### src/core/feedback_pkg.sv
// shared constants and types of the input/relay state feedback framer
package feedback_pkg;

  // timing: system clock period and the millisecond timebase
  localparam int CLK_PERIOD_NS = 8;
  localparam int MS_TIME_NS    = 1000000;
  localparam int MS_CYCLES     = MS_TIME_NS / CLK_PERIOD_NS;
  localparam int PRESC_W       = 17;
  localparam logic [15:0] TX_PERIOD_MS = 16'h03E8;  // 1000 ms

  // register byte offsets on the wishbone slave
  localparam logic [7:0] OFS_CTRL   = 8'h00;
  localparam logic [7:0] OFS_PERIOD = 8'h04;
  localparam logic [7:0] OFS_IDCFG  = 8'h08;
  localparam logic [7:0] OFS_ADDR   = 8'h0C;
  localparam logic [7:0] OFS_STATUS = 8'h10;
  localparam logic [7:0] OFS_LASTID = 8'h14;

  // control register fields
  localparam int CTRL_ENABLE_BIT = 0;
  localparam int CTRL_SEND_BIT   = 1;

  // identifier configuration fields
  localparam int IDCFG_PRIO_LSB = 0;
  localparam int IDCFG_DP_BIT   = 3;
  localparam int IDCFG_PF_LSB   = 4;
  localparam int IDCFG_PS_LSB   = 12;

  // address register fields
  localparam int ADDR_SA_LSB   = 0;
  localparam int ADDR_INST_LSB = 8;

  // status register fields
  localparam int STAT_DIN_LSB   = 0;
  localparam int STAT_RELAY_LSB = 12;
  localparam int STAT_PEND_BIT  = 20;
  localparam int STAT_COUNT_LSB = 24;

  // reset values of enable and the frame identity, and address field limits
  localparam logic       ENABLE_RESET = 1'b1;
  localparam logic [2:0] PRIO_RESET   = 3'h6;
  localparam logic       DP_RESET     = 1'b0;
  localparam logic [7:0] PF_RESET     = 8'hFF;  // pgn 0xFF00
  localparam logic [7:0] PS_RESET     = 8'h00;
  localparam logic [7:0] SA_RESET     = 8'h80;
  localparam logic [7:0] SA_MAX       = 8'hFD;  // 253
  localparam logic [2:0] INST_RESET   = 3'h0;
  localparam logic [2:0] INST_MAX     = 3'h7;

  // frame format
  localparam logic [3:0]  FRAME_DLC = 4'h8;
  localparam logic [7:0]  FILL_BYTE = 8'hFF;
  localparam logic [3:0]  FILL_NIB  = 4'hF;

  // framer sequence, one-hot
  typedef enum logic [2:0] {
    ST_IDLE  = 3'b001,
    ST_BUILD = 3'b010,
    ST_SEND  = 3'b100
  } fsm_e;

endpackage

### src/core/sched_if.sv
// link between the framer core and its millisecond transmit timer
`timescale 1ns/1ps
`default_nettype none
interface sched_if;
  logic        enable;
  logic [15:0] period_ms;
  logic        due;

  modport timer (input enable, input period_ms, output due);
  modport core  (output enable, output period_ms, input due);
endinterface
`default_nettype wire

### src/core/state_framer.sv
// state feedback framer core with wishbone register slave
`timescale 1ns/1ps
`default_nettype none
// Functional notes
// - send the feedback frame every programmed period of the internal ms timebase, default 1000 ms
// - frame has eight data bytes, extended data page clear, group-extension broadcast
// - default identifier uses priority 6 and pgn 0xFF00
// - inputs 1 to 8 fill byte 1, bits 1 to 8 in order
// - inputs 9 to 12 fill bits 1 to 4 of byte 2
// - relays 1 to 4 fill bits 5 to 8 of byte 2
// - relays 5 to 8 fill bits 1 to 4 of byte 3
// - priority, data page and pgn are programmable
// - source address settable 0 to 253, default 128
// - instance number from allowed list, default 0
module state_framer #(
  parameter int MS_CYC = feedback_pkg::MS_CYCLES
) (
  input  wire logic        ref_clk,
  input  wire logic        rstn,
  input  wire logic        wb_cyc_i,
  input  wire logic        wb_stb_i,
  input  wire logic        wb_we_i,
  input  wire logic [7:0]  wb_adr_i,
  input  wire logic [3:0]  wb_sel_i,
  input  wire logic [31:0] wb_dat_i,
  output logic      [31:0] wb_dat_o,
  output logic             wb_ack_o,
  input  wire logic [11:0] din,
  input  wire logic [7:0]  relay_state,
  output logic             frame_valid,
  input  wire logic        frame_ready,
  output logic      [28:0] frame_id,
  output logic      [3:0]  frame_dlc,
  output logic      [63:0] frame_data
);
  import feedback_pkg::*;

  typedef struct packed {
    fsm_e        state;
    logic        ack;
    logic [31:0] rdata;
    logic        enable;
    logic [15:0] period;
    logic [2:0]  prio;
    logic        dp;
    logic [7:0]  pf;
    logic [7:0]  ps;
    logic [7:0]  sa;
    logic [2:0]  inst;
    logic        pending;
    logic [28:0] id;
    logic [63:0] data;
    logic [7:0]  count;
  } core_s;

  core_s q;
  core_s next_q;

  sched_if sched ();

  tx_timer #(
    .MS_CYC (MS_CYC)
  ) timer (
    .ref_clk (ref_clk),
    .rstn    (rstn),
    .sched   (sched)
  );

  // byte-lane merge of a write onto a register word
  function automatic logic [31:0] merge(
    input logic [31:0] old,
    input logic [31:0] wdat,
    input logic [3:0]  sel
  );
    logic [31:0] r;
    r = old;
    for (int i = 0; i < 4; i++) begin
      if (sel[i]) begin
        r[i*8 +: 8] = wdat[i*8 +: 8];
      end
    end
    return r;
  endfunction

  // word address decode, shared by read and write paths
  function automatic logic is_reg(
    input logic [7:0] adr,
    input logic [7:0] ofs
  );
    return adr[7:2] == ofs[7:2];
  endfunction

  // data field layout; fill bits keep the not-available convention
  function automatic logic [63:0] assemble(
    input logic [11:0] inp,
    input logic [7:0]  rly
  );
    logic [63:0] d;
    d        = {8{FILL_BYTE}};
    d[7:0]   = inp[7:0];
    d[11:8]  = inp[11:8];
    d[15:12] = rly[3:0];
    d[19:16] = rly[7:4];
    d[23:20] = FILL_NIB;
    return d;
  endfunction

  // register words as seen by software
  logic [31:0] ctrl_word;
  logic [31:0] period_word;
  logic [31:0] idcfg_word;
  logic [31:0] addr_word;
  logic [31:0] status_word;
  logic [31:0] lastid_word;

  always_comb begin
    ctrl_word                  = 32'h0000_0000;
    ctrl_word[CTRL_ENABLE_BIT] = q.enable;
    period_word                = {16'h0000, q.period};
    idcfg_word                 = 32'h0000_0000;
    idcfg_word[IDCFG_PRIO_LSB +: 3] = q.prio;
    idcfg_word[IDCFG_DP_BIT]        = q.dp;
    idcfg_word[IDCFG_PF_LSB +: 8]   = q.pf;
    idcfg_word[IDCFG_PS_LSB +: 8]   = q.ps;
    addr_word                       = 32'h0000_0000;
    addr_word[ADDR_SA_LSB +: 8]     = q.sa;
    addr_word[ADDR_INST_LSB +: 3]   = q.inst;
    // live pin states, so software sees what the next frame will carry
    status_word                        = 32'h0000_0000;
    status_word[STAT_DIN_LSB +: 12]    = din;
    status_word[STAT_RELAY_LSB +: 8]   = relay_state;
    status_word[STAT_PEND_BIT]         = q.pending;
    status_word[STAT_COUNT_LSB +: 8]   = q.count;
    lastid_word                        = {3'h0, q.id};
  end

  logic        req;
  logic        wr_now;
  logic [31:0] wm;
  logic        send_now;

  // a write lands on the edge that samples ack high
  assign req    = wb_cyc_i & wb_stb_i;
  assign wr_now = req & wb_we_i & q.ack;

  // next-state logic: bus slave, configuration, framer sequence
  always_comb begin
    next_q   = q;
    wm       = 32'h0000_0000;
    send_now = 1'b0;
    // ack one cycle after the request, dropped the cycle after
    next_q.ack = req & ~q.ack;
    if (req & ~q.ack) begin
      next_q.rdata = 32'h0000_0000;   // unmapped reads give zero
      if (is_reg(wb_adr_i, OFS_CTRL))   next_q.rdata = ctrl_word;
      if (is_reg(wb_adr_i, OFS_PERIOD)) next_q.rdata = period_word;
      if (is_reg(wb_adr_i, OFS_IDCFG))  next_q.rdata = idcfg_word;
      if (is_reg(wb_adr_i, OFS_ADDR))   next_q.rdata = addr_word;
      if (is_reg(wb_adr_i, OFS_STATUS)) next_q.rdata = status_word;
      if (is_reg(wb_adr_i, OFS_LASTID)) next_q.rdata = lastid_word;
    end
    if (wr_now) begin
      if (is_reg(wb_adr_i, OFS_CTRL)) begin
        wm = merge(ctrl_word, wb_dat_i, wb_sel_i);
        next_q.enable = wm[CTRL_ENABLE_BIT];
        send_now = wb_sel_i[0] & wb_dat_i[CTRL_SEND_BIT];
      end
      if (is_reg(wb_adr_i, OFS_PERIOD)) begin
        wm = merge(period_word, wb_dat_i, wb_sel_i);
        next_q.period = wm[15:0];
      end
      if (is_reg(wb_adr_i, OFS_IDCFG)) begin
        wm = merge(idcfg_word, wb_dat_i, wb_sel_i);
        next_q.prio = wm[IDCFG_PRIO_LSB +: 3];
        next_q.dp   = wm[IDCFG_DP_BIT];
        next_q.pf   = wm[IDCFG_PF_LSB +: 8];
        next_q.ps   = wm[IDCFG_PS_LSB +: 8];
      end
      if (is_reg(wb_adr_i, OFS_ADDR)) begin
        wm = merge(addr_word, wb_dat_i, wb_sel_i);
        // out-of-range address is ignored, old value kept
        if (wm[ADDR_SA_LSB +: 8] <= SA_MAX) begin
          next_q.sa = wm[ADDR_SA_LSB +: 8];
        end
        if (wm[ADDR_INST_LSB +: 3] <= INST_MAX) begin
          next_q.inst = wm[ADDR_INST_LSB +: 3];
        end
      end
    end
    // framer sequence
    unique case (q.state)
      ST_IDLE: begin
        if (q.pending) begin
          next_q.state = ST_BUILD;
        end
      end
      ST_BUILD: begin
        // pins sampled here, one cycle before the frame is offered
        next_q.data = assemble(din, relay_state);
        // edp forced clear; dp and pgn from configuration
        next_q.id = {q.prio, 1'b0, q.dp, q.pf, q.ps, q.sa};
        next_q.pending = 1'b0;
        next_q.state   = ST_SEND;
      end
      ST_SEND: begin
        if (frame_ready) begin
          next_q.count = q.count + 8'h01;
          next_q.state = ST_IDLE;
        end
      end
    endcase
    // a request in the clearing cycle is kept: set wins
    if (sched.due | send_now) begin
      next_q.pending = 1'b1;
    end
    if (!rstn) begin
      next_q         = '0;
      next_q.state   = ST_IDLE;
      next_q.enable  = ENABLE_RESET;
      next_q.period  = TX_PERIOD_MS;
      next_q.prio    = PRIO_RESET;
      next_q.dp      = DP_RESET;
      next_q.pf      = PF_RESET;
      next_q.ps      = PS_RESET;
      next_q.sa      = SA_RESET;
      next_q.inst    = INST_RESET;
    end
  end

  // whole state registered in one place
  always_ff @(posedge ref_clk) begin
    q <= next_q;
  end

  // timer steering from software settings
  assign sched.enable    = q.enable;
  assign sched.period_ms = q.period;

  // outputs
  assign wb_ack_o    = q.ack;
  assign wb_dat_o    = q.rdata;
  assign frame_valid = (q.state == ST_SEND);
  assign frame_id    = q.id;
  assign frame_dlc   = FRAME_DLC;
  assign frame_data  = q.data;

  a_dlc_eight: assert property (
    @(posedge ref_clk) disable iff (!rstn)
    frame_valid |-> frame_dlc == FRAME_DLC && frame_id[25] == 1'b0)
    else $error("frame dlc or reserved id bit wrong");

  a_id_from_config: assert property (
    @(posedge ref_clk) disable iff (!rstn)
    $rose(frame_valid) |-> frame_id == {$past(q.prio), 1'b0,
      $past(q.dp), $past(q.pf), $past(q.ps), $past(q.sa)})
    else $error("identifier does not match configuration");

  a_byte1_inputs: assert property (
    @(posedge ref_clk) disable iff (!rstn)
    $rose(frame_valid) |-> frame_data[7:0] == $past(din[7:0]))
    else $error("byte 1 does not hold inputs 1 to 8");

  a_byte2_mix: assert property (
    @(posedge ref_clk) disable iff (!rstn)
    $rose(frame_valid) |-> frame_data[15:8]
      == {$past(relay_state[3:0]), $past(din[11:8])})
    else $error("byte 2 does not hold inputs 9-12 and relays 1-4");

  a_byte3_relays: assert property (
    @(posedge ref_clk) disable iff (!rstn)
    $rose(frame_valid) |-> frame_data[19:16] == $past(relay_state[7:4]))
    else $error("byte 3 does not hold relays 5 to 8");

  a_fill_ones: assert property (
    @(posedge ref_clk) disable iff (!rstn)
    frame_valid |-> frame_data[63:20] == {44{1'b1}})
    else $error("unused frame bits not all ones");

  a_hold_offer: assert property (
    @(posedge ref_clk) disable iff (!rstn)
    frame_valid && !frame_ready |=> frame_valid
      && $stable(frame_data) && $stable(frame_id))
    else $error("frame dropped or changed while stalled");

  a_sa_range: assert property (
    @(posedge ref_clk) disable iff (!rstn)
    q.sa <= SA_MAX)
    else $error("source address above 253");

  a_default_ident: assert property (
    @(posedge ref_clk)
    !rstn |=> q.prio == PRIO_RESET && {q.dp, q.pf, q.ps} == 17'h0FF00
      && q.sa == SA_RESET && q.inst == INST_RESET)
    else $error("reset identity not priority 6 pgn 0xFF00");

  // pending at E+1, build at E+2, offer stands from E+3
  a_due_to_frame: assert property (
    @(posedge ref_clk) disable iff (!rstn)
    sched.due && q.state == ST_IDLE |=> ##2 frame_valid)
    else $error("due did not start a frame in three cycles");

  a_ack_pulse: assert property (
    @(posedge ref_clk) disable iff (!rstn)
    wb_ack_o |=> !wb_ack_o)
    else $error("ack held longer than one cycle");

  a_ack_next: assert property (
    @(posedge ref_clk) disable iff (!rstn)
    req && !wb_ack_o |=> wb_ack_o)
    else $error("request not acknowledged next cycle");

  a_unmapped_zero: assert property (
    @(posedge ref_clk) disable iff (!rstn)
    req && !wb_ack_o && wb_adr_i[7:2] > OFS_LASTID[7:2] |=> wb_dat_o == 32'h0)
    else $error("unmapped read did not return zero");

  // a refused address write must leave the old value in place
  a_sa_refused: assert property (
    @(posedge ref_clk) disable iff (!rstn)
    wr_now && is_reg(wb_adr_i, OFS_ADDR) && wb_sel_i[0]
      && wb_dat_i[7:0] > SA_MAX |=> q.sa == $past(q.sa))
    else $error("source address above 253 was taken");

  a_pend_set_wins: assert property (
    @(posedge ref_clk) disable iff (!rstn)
    sched.due || send_now |=> q.pending)
    else $error("frame request lost");

  a_valid_drops: assert property (
    @(posedge ref_clk) disable iff (!rstn)
    frame_valid && frame_ready |=> !frame_valid)
    else $error("frame offered again after acceptance");

  a_count_step: assert property (
    @(posedge ref_clk) disable iff (!rstn)
    frame_valid && frame_ready |=> q.count == $past(q.count) + 8'h01)
    else $error("sent frame count did not advance");

  a_stop_no_due: assert property (
    @(posedge ref_clk) disable iff (!rstn)
    !sched.enable |=> !sched.due)
    else $error("due raised while periodic sending is off");

endmodule
`default_nettype wire

### src/core/tx_timer.sv
// millisecond timebase and transmit repetition timer
`timescale 1ns/1ps
`default_nettype none
module tx_timer #(
  parameter int MS_CYC = feedback_pkg::MS_CYCLES
) (
  input  wire logic ref_clk,
  input  wire logic rstn,
  sched_if.timer    sched
);
  import feedback_pkg::*;

  typedef struct packed {
    logic [PRESC_W-1:0] presc;
    logic [15:0]        ms;
    logic               due;
  } timer_s;

  timer_s q;
  timer_s next_q;

  // prescaler makes the ms tick, ms counter makes the repetition
  always_comb begin
    next_q     = q;
    next_q.due = 1'b0;
    if (!sched.enable || sched.period_ms == 16'h0000) begin
      next_q.presc = '0;
      next_q.ms    = 16'h0000;
    end else if (q.presc == PRESC_W'(MS_CYC - 1)) begin
      next_q.presc = '0;
      if (q.ms >= sched.period_ms - 16'h0001) begin
        next_q.ms  = 16'h0000;
        next_q.due = 1'b1;
      end else begin
        next_q.ms = q.ms + 16'h0001;
      end
    end else begin
      next_q.presc = q.presc + PRESC_W'(1);
    end
    if (!rstn) begin
      next_q = '0;
    end
  end

  always_ff @(posedge ref_clk) begin
    q <= next_q;
  end

  assign sched.due = q.due;

  a_due_on_tick: assert property (
    @(posedge ref_clk) disable iff (!rstn)
    q.due |-> $past(q.presc) == PRESC_W'(MS_CYC - 1)
      && $past(q.ms) >= $past(sched.period_ms) - 16'h0001)
    else $error("due raised off the millisecond period");

  a_due_single: assert property (
    @(posedge ref_clk) disable iff (!rstn)
    q.due |=> !q.due)
    else $error("due longer than one cycle");

endmodule
`default_nettype wire

### config.mk
export PLATFORM = sky130hd
export DESIGN_NAME = state_framer
export DESIGN_NICKNAME = d
export VERILOG_FILES = /design/src/core/feedback_pkg.sv /design/src/core/sched_if.sv /design/src/core/state_framer.sv /design/src/core/tx_timer.sv
export SDC_FILE = /design/constraint.sdc
export NUM_CORES = 1
export LEC_CHECK = 0
export BUFFER_PORTS_ARGS = -buffer_cell sky130_fd_sc_hd__buf_2
export CORE_MARGIN = 2
export CORE_UTILIZATION = 59
export DETAILED_ROUTE_END_ITERATION = 16
export GPL_TIMING_DRIVEN = 0
export PLACE_DENSITY = 0.84
export RECOVER_POWER = 25
export SLEW_MARGIN = 30
export SYNTH_ARGS = -nofsm -noshare
export SYNTH_HDL_FRONTEND = slang
export SYNTH_SLANG_ARGS = --single-unit
### constraint.sdc
create_clock -name ref_clk -period 5.83 [get_ports ref_clk]
set_input_delay 0.2915 -clock ref_clk [delete_from_list [all_inputs] [get_ports ref_clk]]
set_output_delay 0.2915 -clock ref_clk [all_outputs]
set_load 0.005 [all_outputs]
==> results.cfg, run 1 <==
[synth]
synth_cell_types = 55
avgSynthCellArea_um2 = 8.36
yosysWarnings = 0
ys.flop_type = dfxtp_1
synth-seq-cells = 176
ys_async_sr_fraction = 0
synth_enable_flop_cells = 0
netlist_area_mm2 = 0.00893
syn_inst = 1068
seq_area_frac_synth = 0.395

[final_layout]
num-fill-cells = 1087
stdcell_count = 1467
syn2layout_area_growth_pct = 19.9
drive_gt1_frac = 0.284
num-nets-final = 1359

[routing]
ant_nets = 0
wire_per_inst_um = 16.6
drt_iter0_drc = 793
drt-total-wl_um = 24300
post_drt_via_cell_ratio = 5.61
firstDrtPassIters = 5
drc_errors = 0
num_vias = 8234

[placed_design]
dp_slack_ps = 2190
portBuffers = 179
placed_cells = 1434
place_congestion = 1.00
dp_hpwl_um = 18100

[setup_path]
cp-startpoint = sched.period_ms[2]
worstRegToRegCells = 12
cp.arrival_ps = 4080
r2r_slack_ps = 2070
cp_max_fo = 10
r2r_end = timer.q[8]
worstSetupStartpointType = flop
worst_ep_required_time_ps = 6150
cp-end-kind = flop
endpoint = timer.q[8]
worstReg2RegStart = sched.period_ms[2]
path_class = reg2reg

[clock_network]
clk_latency_ps = 440
cts_tree = done
cts_htree_levels = 4
cts_sinks = 176
clockBufferDepth = 2
cts_made_buffers = 17
postCtsSetupBuffers = 0
root_buffer = clkbuf_16
cts.clk_slew.worst_paths_ps = 70
ctsHoldBuffers = 0
cts_resized = 0

[timing]
hold_viol_final = 0
fin_tns_setup_ps = 0
slew_headroom = 0.491
fin_skew_ps = 8.46
tightest_slew_ps = 760
min_period_over_period = 0.645
setup_viol = 0
min_period_ps = 3760
setup_ws_ps = 2070
whs_ps = 99.4
rsz0062_at_grt = false
fmax_mhz = 266
drv_slew = 0

[floorplan]
design.core.area_mm2 = 0.0146
die_h_um = 127
core.rowCount = 44
die_w_um = 127
start_util = 0.610
ios = 201
fp.dieArea_mm2 = 0.0161

[global_routing]
grt_max_degree = 46
track_usage = 0.296
grt_overflow = 0
antenna_found_initial = 1
grt_pass1_wl_um = 37700
grt_pass1_vias = 7428

[power_and_ir_drop]
p_per_area_mw_per_mm2 = 250
irDropWorstVdd_v = 0.000216
seq_power_share = 0.462
p_int_mw = 2.00
p_total_mw = 2.67
clkPwrFrac = 0.464
pwr-share-comb = 0.073
leakage_nw = 4.76
swShare = 0.250
p_switching_uw = 667

[min_path]
hold_class = in2reg

[status]
status = finished clean

[job]
maxCapViolations = 0
==> synth_stat cells (14+ instances only) <==
master    instances  share of area
nor2_1           93          0.039
nand2_1         161          0.068
a21oi_1          97          0.054
inv_1            14         0.0059
xor2_1           26          0.026
nor3_1           31          0.017
buf_4           132           0.11
xnor2_1          22          0.022
mux2i_1          60          0.067
ha_1             20          0.028
clkbuf_1         33          0.014
nand3_1          32          0.018
dfxtp_1         176           0.39
o21ai_0          27          0.015
nand4_1          17          0.012
==> stage by stage <==
stage | utilization | area [um^2]
6_report | 0.731 | 10700
3_5_place_dp | 0.687 | 10100
2_1_floorplan | - | 8940
5_1_grt | 0.731 | 10700
4_1_cts | 0.731 | 10700
3_3_place_gp | 0.687 | 10100
==> power groups by stage <==
stage          registers, mW  logic, mW  clock network, mW
2_1_floorplan           1.26      0.113                  0
3_3_place_gp            1.26      0.191                  0
3_5_place_dp            1.26      0.192                  0
4_1_cts                 1.23      0.194               1.25
5_1_grt                 1.24      0.211               1.30
6_report                1.23      0.196               1.24
==> metal layers <==
layer	vias to the layer above	routed length, um	global-route usage
met5	-	13	0
met4	2	789	0.120
met3	69	2340	0.0708
met2	435	11000	0.471
met1	3782	10100	0.390
li1	3946	-	-
==> state kept, by name, summed over array words and instances, names as in the netlist <==
signal           cells
timer.q             33
wb_dat_o            32
frame_id            28
frame_data          21
idcfg_word          20
sched.period_ms     16
q                   12
addr_word           11
sched.enable         1
timer.sched.due      1
wb_ack_o             1
==> worst min path at each step <==
| stage | depth (start not counted) | slack [ps] | from | end |
|---|---|---|---|---|
| final | 3 | 100 | wb_dat_i[17] | idcfg_word[17] |
| after global placement | 1 | 430 | timer.q[17] | timer.q[17] |
| after CTS | 3 | 90 | wb_dat_i[17] | idcfg_word[17] |
| after global routing | 3 | 100 | relay_state[5] | frame_data[17] |
| after floorplan | 2 | 420 | wb_dat_i[1] | idcfg_word[1] |
| after detailed placement | 2 | 450 | wb_dat_o[31] | wb_dat_o[31] |
==> kinds of logic (layout without fill, tap and decap cells) <==
| kind of cell | Yosys count | count (layout) | share of synthesized area |
|---|---|---|---|
| compound gates | 172 | 172 | 0.111 |
| mux | 61 | 61 | 0.0685 |
| xor+xnor | 48 | 48 | 0.0471 |
| fa+ha+maj | 20 | 20 | 0.0280 |
| simple gates | 393 | 393 | 0.210 |
| flops | 176 | 176 | 0.395 |
| other cells | 2 | 6 | 0.000841 |
| buf+inv | 196 | 407 | 0.140 |
==> critical path, stage by stage (launching register included) <==
cell      delay (ps)
dfxtp_1          360
or3_1            490
or4_4            480
nor3_2           260
nand2_1          100
xor2_1           150
ha_1             290
a211oi_1          80
nor2_1           200
nor3_1           120
a211oi_1         680
buf_2            350
nor3_1            80
==> final cells by class <==
type	instances	area, um^2	area share
multi-input combinational	699	4160	0.389
sequential	176	3520	0.329
buffer	182	1200	0.112
timing repair buffer	179	886	0.0828
clock buffer	17	425	0.0398
tap	184	230	0.0215
clock inverter	15	218	0.0203
inverter	14	52.6	0.00491
antenna	1	2.50	0.000234
==> layout by cell type (no fill, tap or decap), drive strengths merged, types with 27 or more instances in the layout <==
| cell | count |
|---|---|
| buf | 257 |
| clkbuf | 121 |
| a21oi | 97 |
| nor3 | 35 |
| mux2i | 60 |
| dfxtp | 176 |
| o21ai | 27 |
| nor2 | 94 |
| nand3 | 35 |
| nand2 | 161 |
(Power assumes the default switching activity.)
==> inputs of run 2 (changes only) <==
Settings changed: CORE_UTILIZATION 59 to 55, PLACE_DENSITY 0.84 to 0.79.
Clock period 5.83 ns to 3.5 ns, I/O delays scaled along.
==> results.cfg, run 2 (synthesis gave the netlist of run 1 again) <==
[power_and_ir_drop]
pwr-share-comb = 0.081
p_int_mw = 3.18
seq_power_share = 0.484
p_per_area_mw_per_mm2 = 391
p_switching_mw = 1.07
leakage_nw = 4.80
irDropWorstVdd_v = 0.000375
swShare = 0.252
clkPwrFrac = 0.435

[routing]
drc_errors = 0
post_drt_via_cell_ratio = 5.44
drt_iter0_drc = 736
drt-total-wl_um = 24600
wire_per_inst_um = 16.2
ant_nets = 0
firstDrtPassIters = 5
num_vias = 8255

[setup_path]
worstRegToRegCells = 12
crit_chain = or3_4, or4_4, nor3_4, nand2_1, xor2_1, ha_1, a211oi_1, nor2_1, a211oi_2, a211oi_2, buf_2, nor3_1
cpMostUsedCell = a211oi_2
critPathSlowestCell = or4_4
worstReg2RegStart = sched.period_ms[2]
path_class = reg2reg
cpLargestDelayFamily = simple AND/OR/NAND/NOR gates
worst_ep_required_time_ps = 3820
cp.arrival_ps = 3640
critPathMaxStageDelay_ps = 470
cp_num_buf_inv = 1
r2r_slack_ps = 170
worstSetupStartpointType = flop
cp-end-kind = flop
r2r_end = timer.q[9]
cp_max_fo = 10

[final_layout]
regMostFlops = timer.q
final_cell_mix = buf_2, dfxtp_1, nand2_1
fin_area_mm2 = 0.0109
syn2layout_area_growth_pct = 21.8
largest_register_ffs = 33
layout_commonest_cell = buf_2
drive_gt1_frac = 0.282
num-fill-cells = 1342
num-nets-final = 1377
stdcell_count = 1517

[placed_design]
dp_hpwl_um = 18300
place_area_mm2 = 0.0101
placed_cells = 1466
portBuffers = 179
place_congestion = 0.958

[floorplan]
die_h_um = 131
die_w_um = 131
start_util = 0.562
fp.dieArea_mm2 = 0.0173
core.rowCount = 46
ios = 201
design.core.area_mm2 = 0.0159

[min_path]
min_to = frame_data[0]
holdPathStages = 3
hold_class = in2reg
min_from = din[0]

[timing]
rsz0062_at_grt = false
hold_viol_final = 0
tightest_slew_ps = 717
min_period_ps = 3330
fin_skew_ps = 11.4
fmax_mhz = 300
drv_slew = 0
setup_viol = 0
min_period_over_period = 0.951
slew_headroom = 0.522

[global_routing]
gr-usage-met3 = 0.0687
grt_pass1_wl_um = 39000
grt_overflow = 0
grt_max_degree = 46
track_usage = 0.281
busiest_layer = met2
gr-usage-met1 = 0.373
antenna_found_initial = 1
gr-usage-met2 = 0.435
grt_pass1_vias = 7553

[clock_network]
cts_made_buffers = 17
cts_tree = done
clk_latency_ps = 440
cts_htree_levels = 4
clockBufferDepth = 2
cts.clk_slew.worst_paths_ps = 70
root_buffer = clkbuf_16
cts_sinks = 176

[status]
status = finished clean

[job]
maxCapViolations = 0
==> run 2: repair_timing <==
action / 4_1_cts / 5_1_grt
hold buffers: 18 / 0
pin swaps: 0 / 2
endpoints found under the setup margin: 10 / 10
endpoints found under the hold margin: 19 / 0
gates resized for setup: 3 / 2
setup buffers: 0 / 0
==> run 2: worst max path at each step <==
stage	start	to	slack, ps	cells past startpoint
floorplan	sched.period_ms[2]	timer.q[10]	430	12
global placement	sched.period_ms[2]	timer.q[11]	-4	12
detailed placement	sched.period_ms[2]	timer.q[8]	-50	12
CTS	sched.period_ms[2]	timer.q[8]	80	12
global route	sched.period_ms[2]	timer.q[8]	20	12
finish	sched.period_ms[2]	timer.q[9]	170	12
==> run 2: area by class of cell <==
class	instances	area, um^2	share of cell area
repair buffers	197	1070	0.0982
well taps	216	270	0.0249
diodes	1	2.50	0.000230
clock buffers	19	433	0.0398
clock inverters	13	130	0.0120
flip-flops and latches	176	3520	0.324
plain buffers	182	1200	0.110
inverters	14	52.6	0.00484
multi-input cells	699	4190	0.385
==> run 2: per-stage QoR <==
step / hold WS (ps) / total power [mW] / setup slack [ps] / utilization / TNS (ps)
after global routing: 14.9 / 4.37 / 23.4 / 0.684 / 0
after CTS: 0.441 / 4.26 / 77.3 / 0.684 / 0
final: 2.72 / 4.25 / 172 / 0.684 / 0
after floorplan: 299 / 2.28 / 427 / - / 0
after global placement: 416 / 2.42 / -3.62 / 0.636 / -16.1
after detailed placement: 423 / 2.43 / -52.9 / 0.636 / -453
==> run 2: worst register-to-register path: cells and delay by family, from the launching register on <==
kind / cells / cell delay (ps)
AND/OR/NAND/NOR: 6 / 1560
AO/OA/AOI/OAI: 3 / 530
flip-flops: 1 / 370
adder cells (fa/ha/maj): 1 / 290
buffers and inverters: 1 / 290
XOR/XNOR: 1 / 150
==> run 2: routing by layer <==
| layer | share of wire | wire (um) |
|---|---|---|
| met4 | 0.035 | 859 |
| met2 | 0.45 | 11000 |
| met5 | 0 | 0 |
| met1 | 0.43 | 10500 |
| met3 | 0.087 | 2150 |
==> run 2: power by group through the flow <==
| stage | registers (mW) | logic [mW] | clock network [mW] |
|---|---|---|---|
| final | 2.06 | 0.345 | 1.85 |
| after global routing | 2.06 | 0.370 | 1.94 |
| after CTS | 2.06 | 0.341 | 1.87 |
| after detailed placement | 2.10 | 0.323 | 0 |
| after global placement | 2.10 | 0.322 | 0 |
| after floorplan | 2.09 | 0.188 | 0 |
==> inputs of run 3 (changes only) <==
Settings changed: PLACE_DENSITY 0.79 to 0.81.
==> results.cfg, run 3 (synthesis gave the netlist of run 1 again) <==
[floorplan]
fp.dieArea_mm2 = 0.0173
core.rowCount = 46
die_w_um = 131
start_util = 0.562
ios = 201
design.core.area_mm2 = 0.0159
die_h_um = 131

[setup_path]
worst_ep_required_time_ps = 3850
crit_chain = or3_4, or4_4, nor3_4, nand2_1, xor2_1, ha_1, a211oi_1, nor2_1, a211oi_2, buf_4, a211oi_4, buf_12, nor3_1
worstRegToRegCells = 13
cp_max_fo = 13
critPathMaxStageDelay_ps = 470
cp.arrival_ps = 3630
cpLargestDelayFamily = simple AND/OR/NAND/NOR gates
path_class = reg2reg
critPathSlowestCell = or4_4
worstSetupStartpointType = flop
worstReg2RegStart = sched.period_ms[2]
cp_num_buf_inv = 2
cp-end-kind = flop
r2r_end = timer.q[6]
r2r_slack_ps = 220

[routing]
wire_per_inst_um = 16.1
firstDrtPassIters = 5
post_drt_via_cell_ratio = 5.39
drc_errors = 0
drt_iter0_drc = 787
drt-total-wl_um = 24400
ant_nets = 0
num_vias = 8169

[placed_design]
portBuffers = 179
placed_cells = 1466
place_congestion = 0.924
dp_slack_ps = -66.5
dp_hpwl_um = 18200

[timing]
min_period_over_period = 0.938
setup_viol = 0
hold_viol_final = 1
slew_headroom = 0.488
drv_slew = 0
fin_skew_ps = 14.0
setup_ws_ps = 219
fmax_mhz = 305
fin_tns_setup_ps = 0
min_period_ps = 3280
tightest_slew_ps = 768
whs_ps = -1.00

[clock_network]
root_buffer = clkbuf_16
cts.clk_slew.worst_paths_ps = 70
clockBufferDepth = 2
cts_sinks = 176
cts_htree_levels = 4
cts_made_buffers = 17
cts_tree = done
clk_latency_ps = 440

[final_layout]
num-nets-final = 1376
layout_commonest_cell = dfxtp_1
num-fill-cells = 1299
largest_register_ffs = 33
final_cell_mix = dfxtp_1, buf_2, nand2_1
stdcell_count = 1515
regMostFlops = timer.q
n_antenna_cell = 0
multi_input_area_mm2 = 0.00420
syn2layout_area_growth_pct = 21.8
seq_area_mm2 = 0.00352
drive_gt1_frac = 0.283

[job]
maxCapViolations = 0

[power_and_ir_drop]
leakage_nw = 4.80
p_per_area_mw_per_mm2 = 389
irDropWorstVdd_v = 0.000373

[min_path]
hold_class = in2reg
holdPathStages = 3
min_from = relay_state[2]
min_to = frame_data[14]

[status]
violations = negative hold slack
status = finished with violations

[global_routing]
track_usage = 0.276
grt_pass1_wl_um = 38300
antenna_found_initial = 0
grt_pass1_vias = 7535
grt_overflow = 0
grt_max_degree = 46
-- run 3: cell count changes in the layout (fill, tap and decap cells not counted), moves of 2 or more --
| cell | delta |
|---|---|
| buf_2 | -4 |
| buf_4 | +5 |
| clkbuf_1 | +3 |
| clkbuf_4 | -3 |
| clkinv_2 | +2 |
| dlygate4sd3_1 | -3 |
-- run 3: worst max path at each step --
stage	start	endpoint	slack [ps]	cells past startpoint
6_report	sched.period_ms[2]	timer.q[6]	220	13
5_1_grt	sched.period_ms[2]	timer.q[14]	-50	13
4_1_cts	sched.period_ms[2]	timer.q[6]	4	12
3_5_place_dp	sched.period_ms[2]	timer.q[11]	-70	12
3_3_place_gp	sched.period_ms[2]	timer.q[11]	40	12
2_1_floorplan	sched.period_ms[2]	timer.q[10]	430	12
-- run 3: layer usage --
metal / vias up / track usage / share of wire
met4: 0 / 0.102 / 0.028
met2: 395 / 0.446 / 0.46
li1: 3972 / - / -
met1: 3744 / 0.357 / 0.42
met5: - / 0 / 0
met3: 58 / 0.0694 / 0.094
-- run 3: power breakdown --
group,internal [mW],total [mW],switching [mW]
clock network,0.992,1.84,0.845
registers,2.03,2.06,0.0286
logic,0.153,0.339,0.186
total,3.17,4.23,1.06
-- run 3: final cells by class --
cell class,instances,area share
Multi-Input combinational cell,699,0.386
Clock inverter,14,0.0122
Timing Repair Buffer,197,0.0983
Clock buffer,18,0.0395
Buffer,181,0.110
Inverter,14,0.00483
Sequential cell,176,0.324
Tap cell,216,0.0249
-- run 3: per-stage QoR --
stage          instance area [um^2]   util  power [mW]  hold WS, ps
2_1_floorplan                  8940      -        2.28          299
3_3_place_gp                  10100  0.636        2.42          416
3_5_place_dp                  10100  0.636        2.43          424
4_1_cts                       10800  0.681        4.24         2.34
5_1_grt                       10900  0.684        4.35         2.27
6_report                      10900  0.684        4.23        -1.00
-- run 3: worst reg2reg max path: stages, from the launching register on --
cell	delay (ps)
dfxtp_1	360
or3_4	430
or4_4	470
nor3_4	180
nand2_1	90
xor2_1	160
ha_1	300
a211oi_1	270
nor2_1	140
a211oi_2	250
buf_4	180
a211oi_4	50
buf_12	170
nor3_1	160
-- run 3: repair_timing --
item	4_1_cts	5_1_grt
buffers inserted	0	3
resized for setup	1	6
endpoints found under the hold margin	15	0
pin swaps	0	4
hold buffers	15	0
endpoints found under the setup margin	10	17
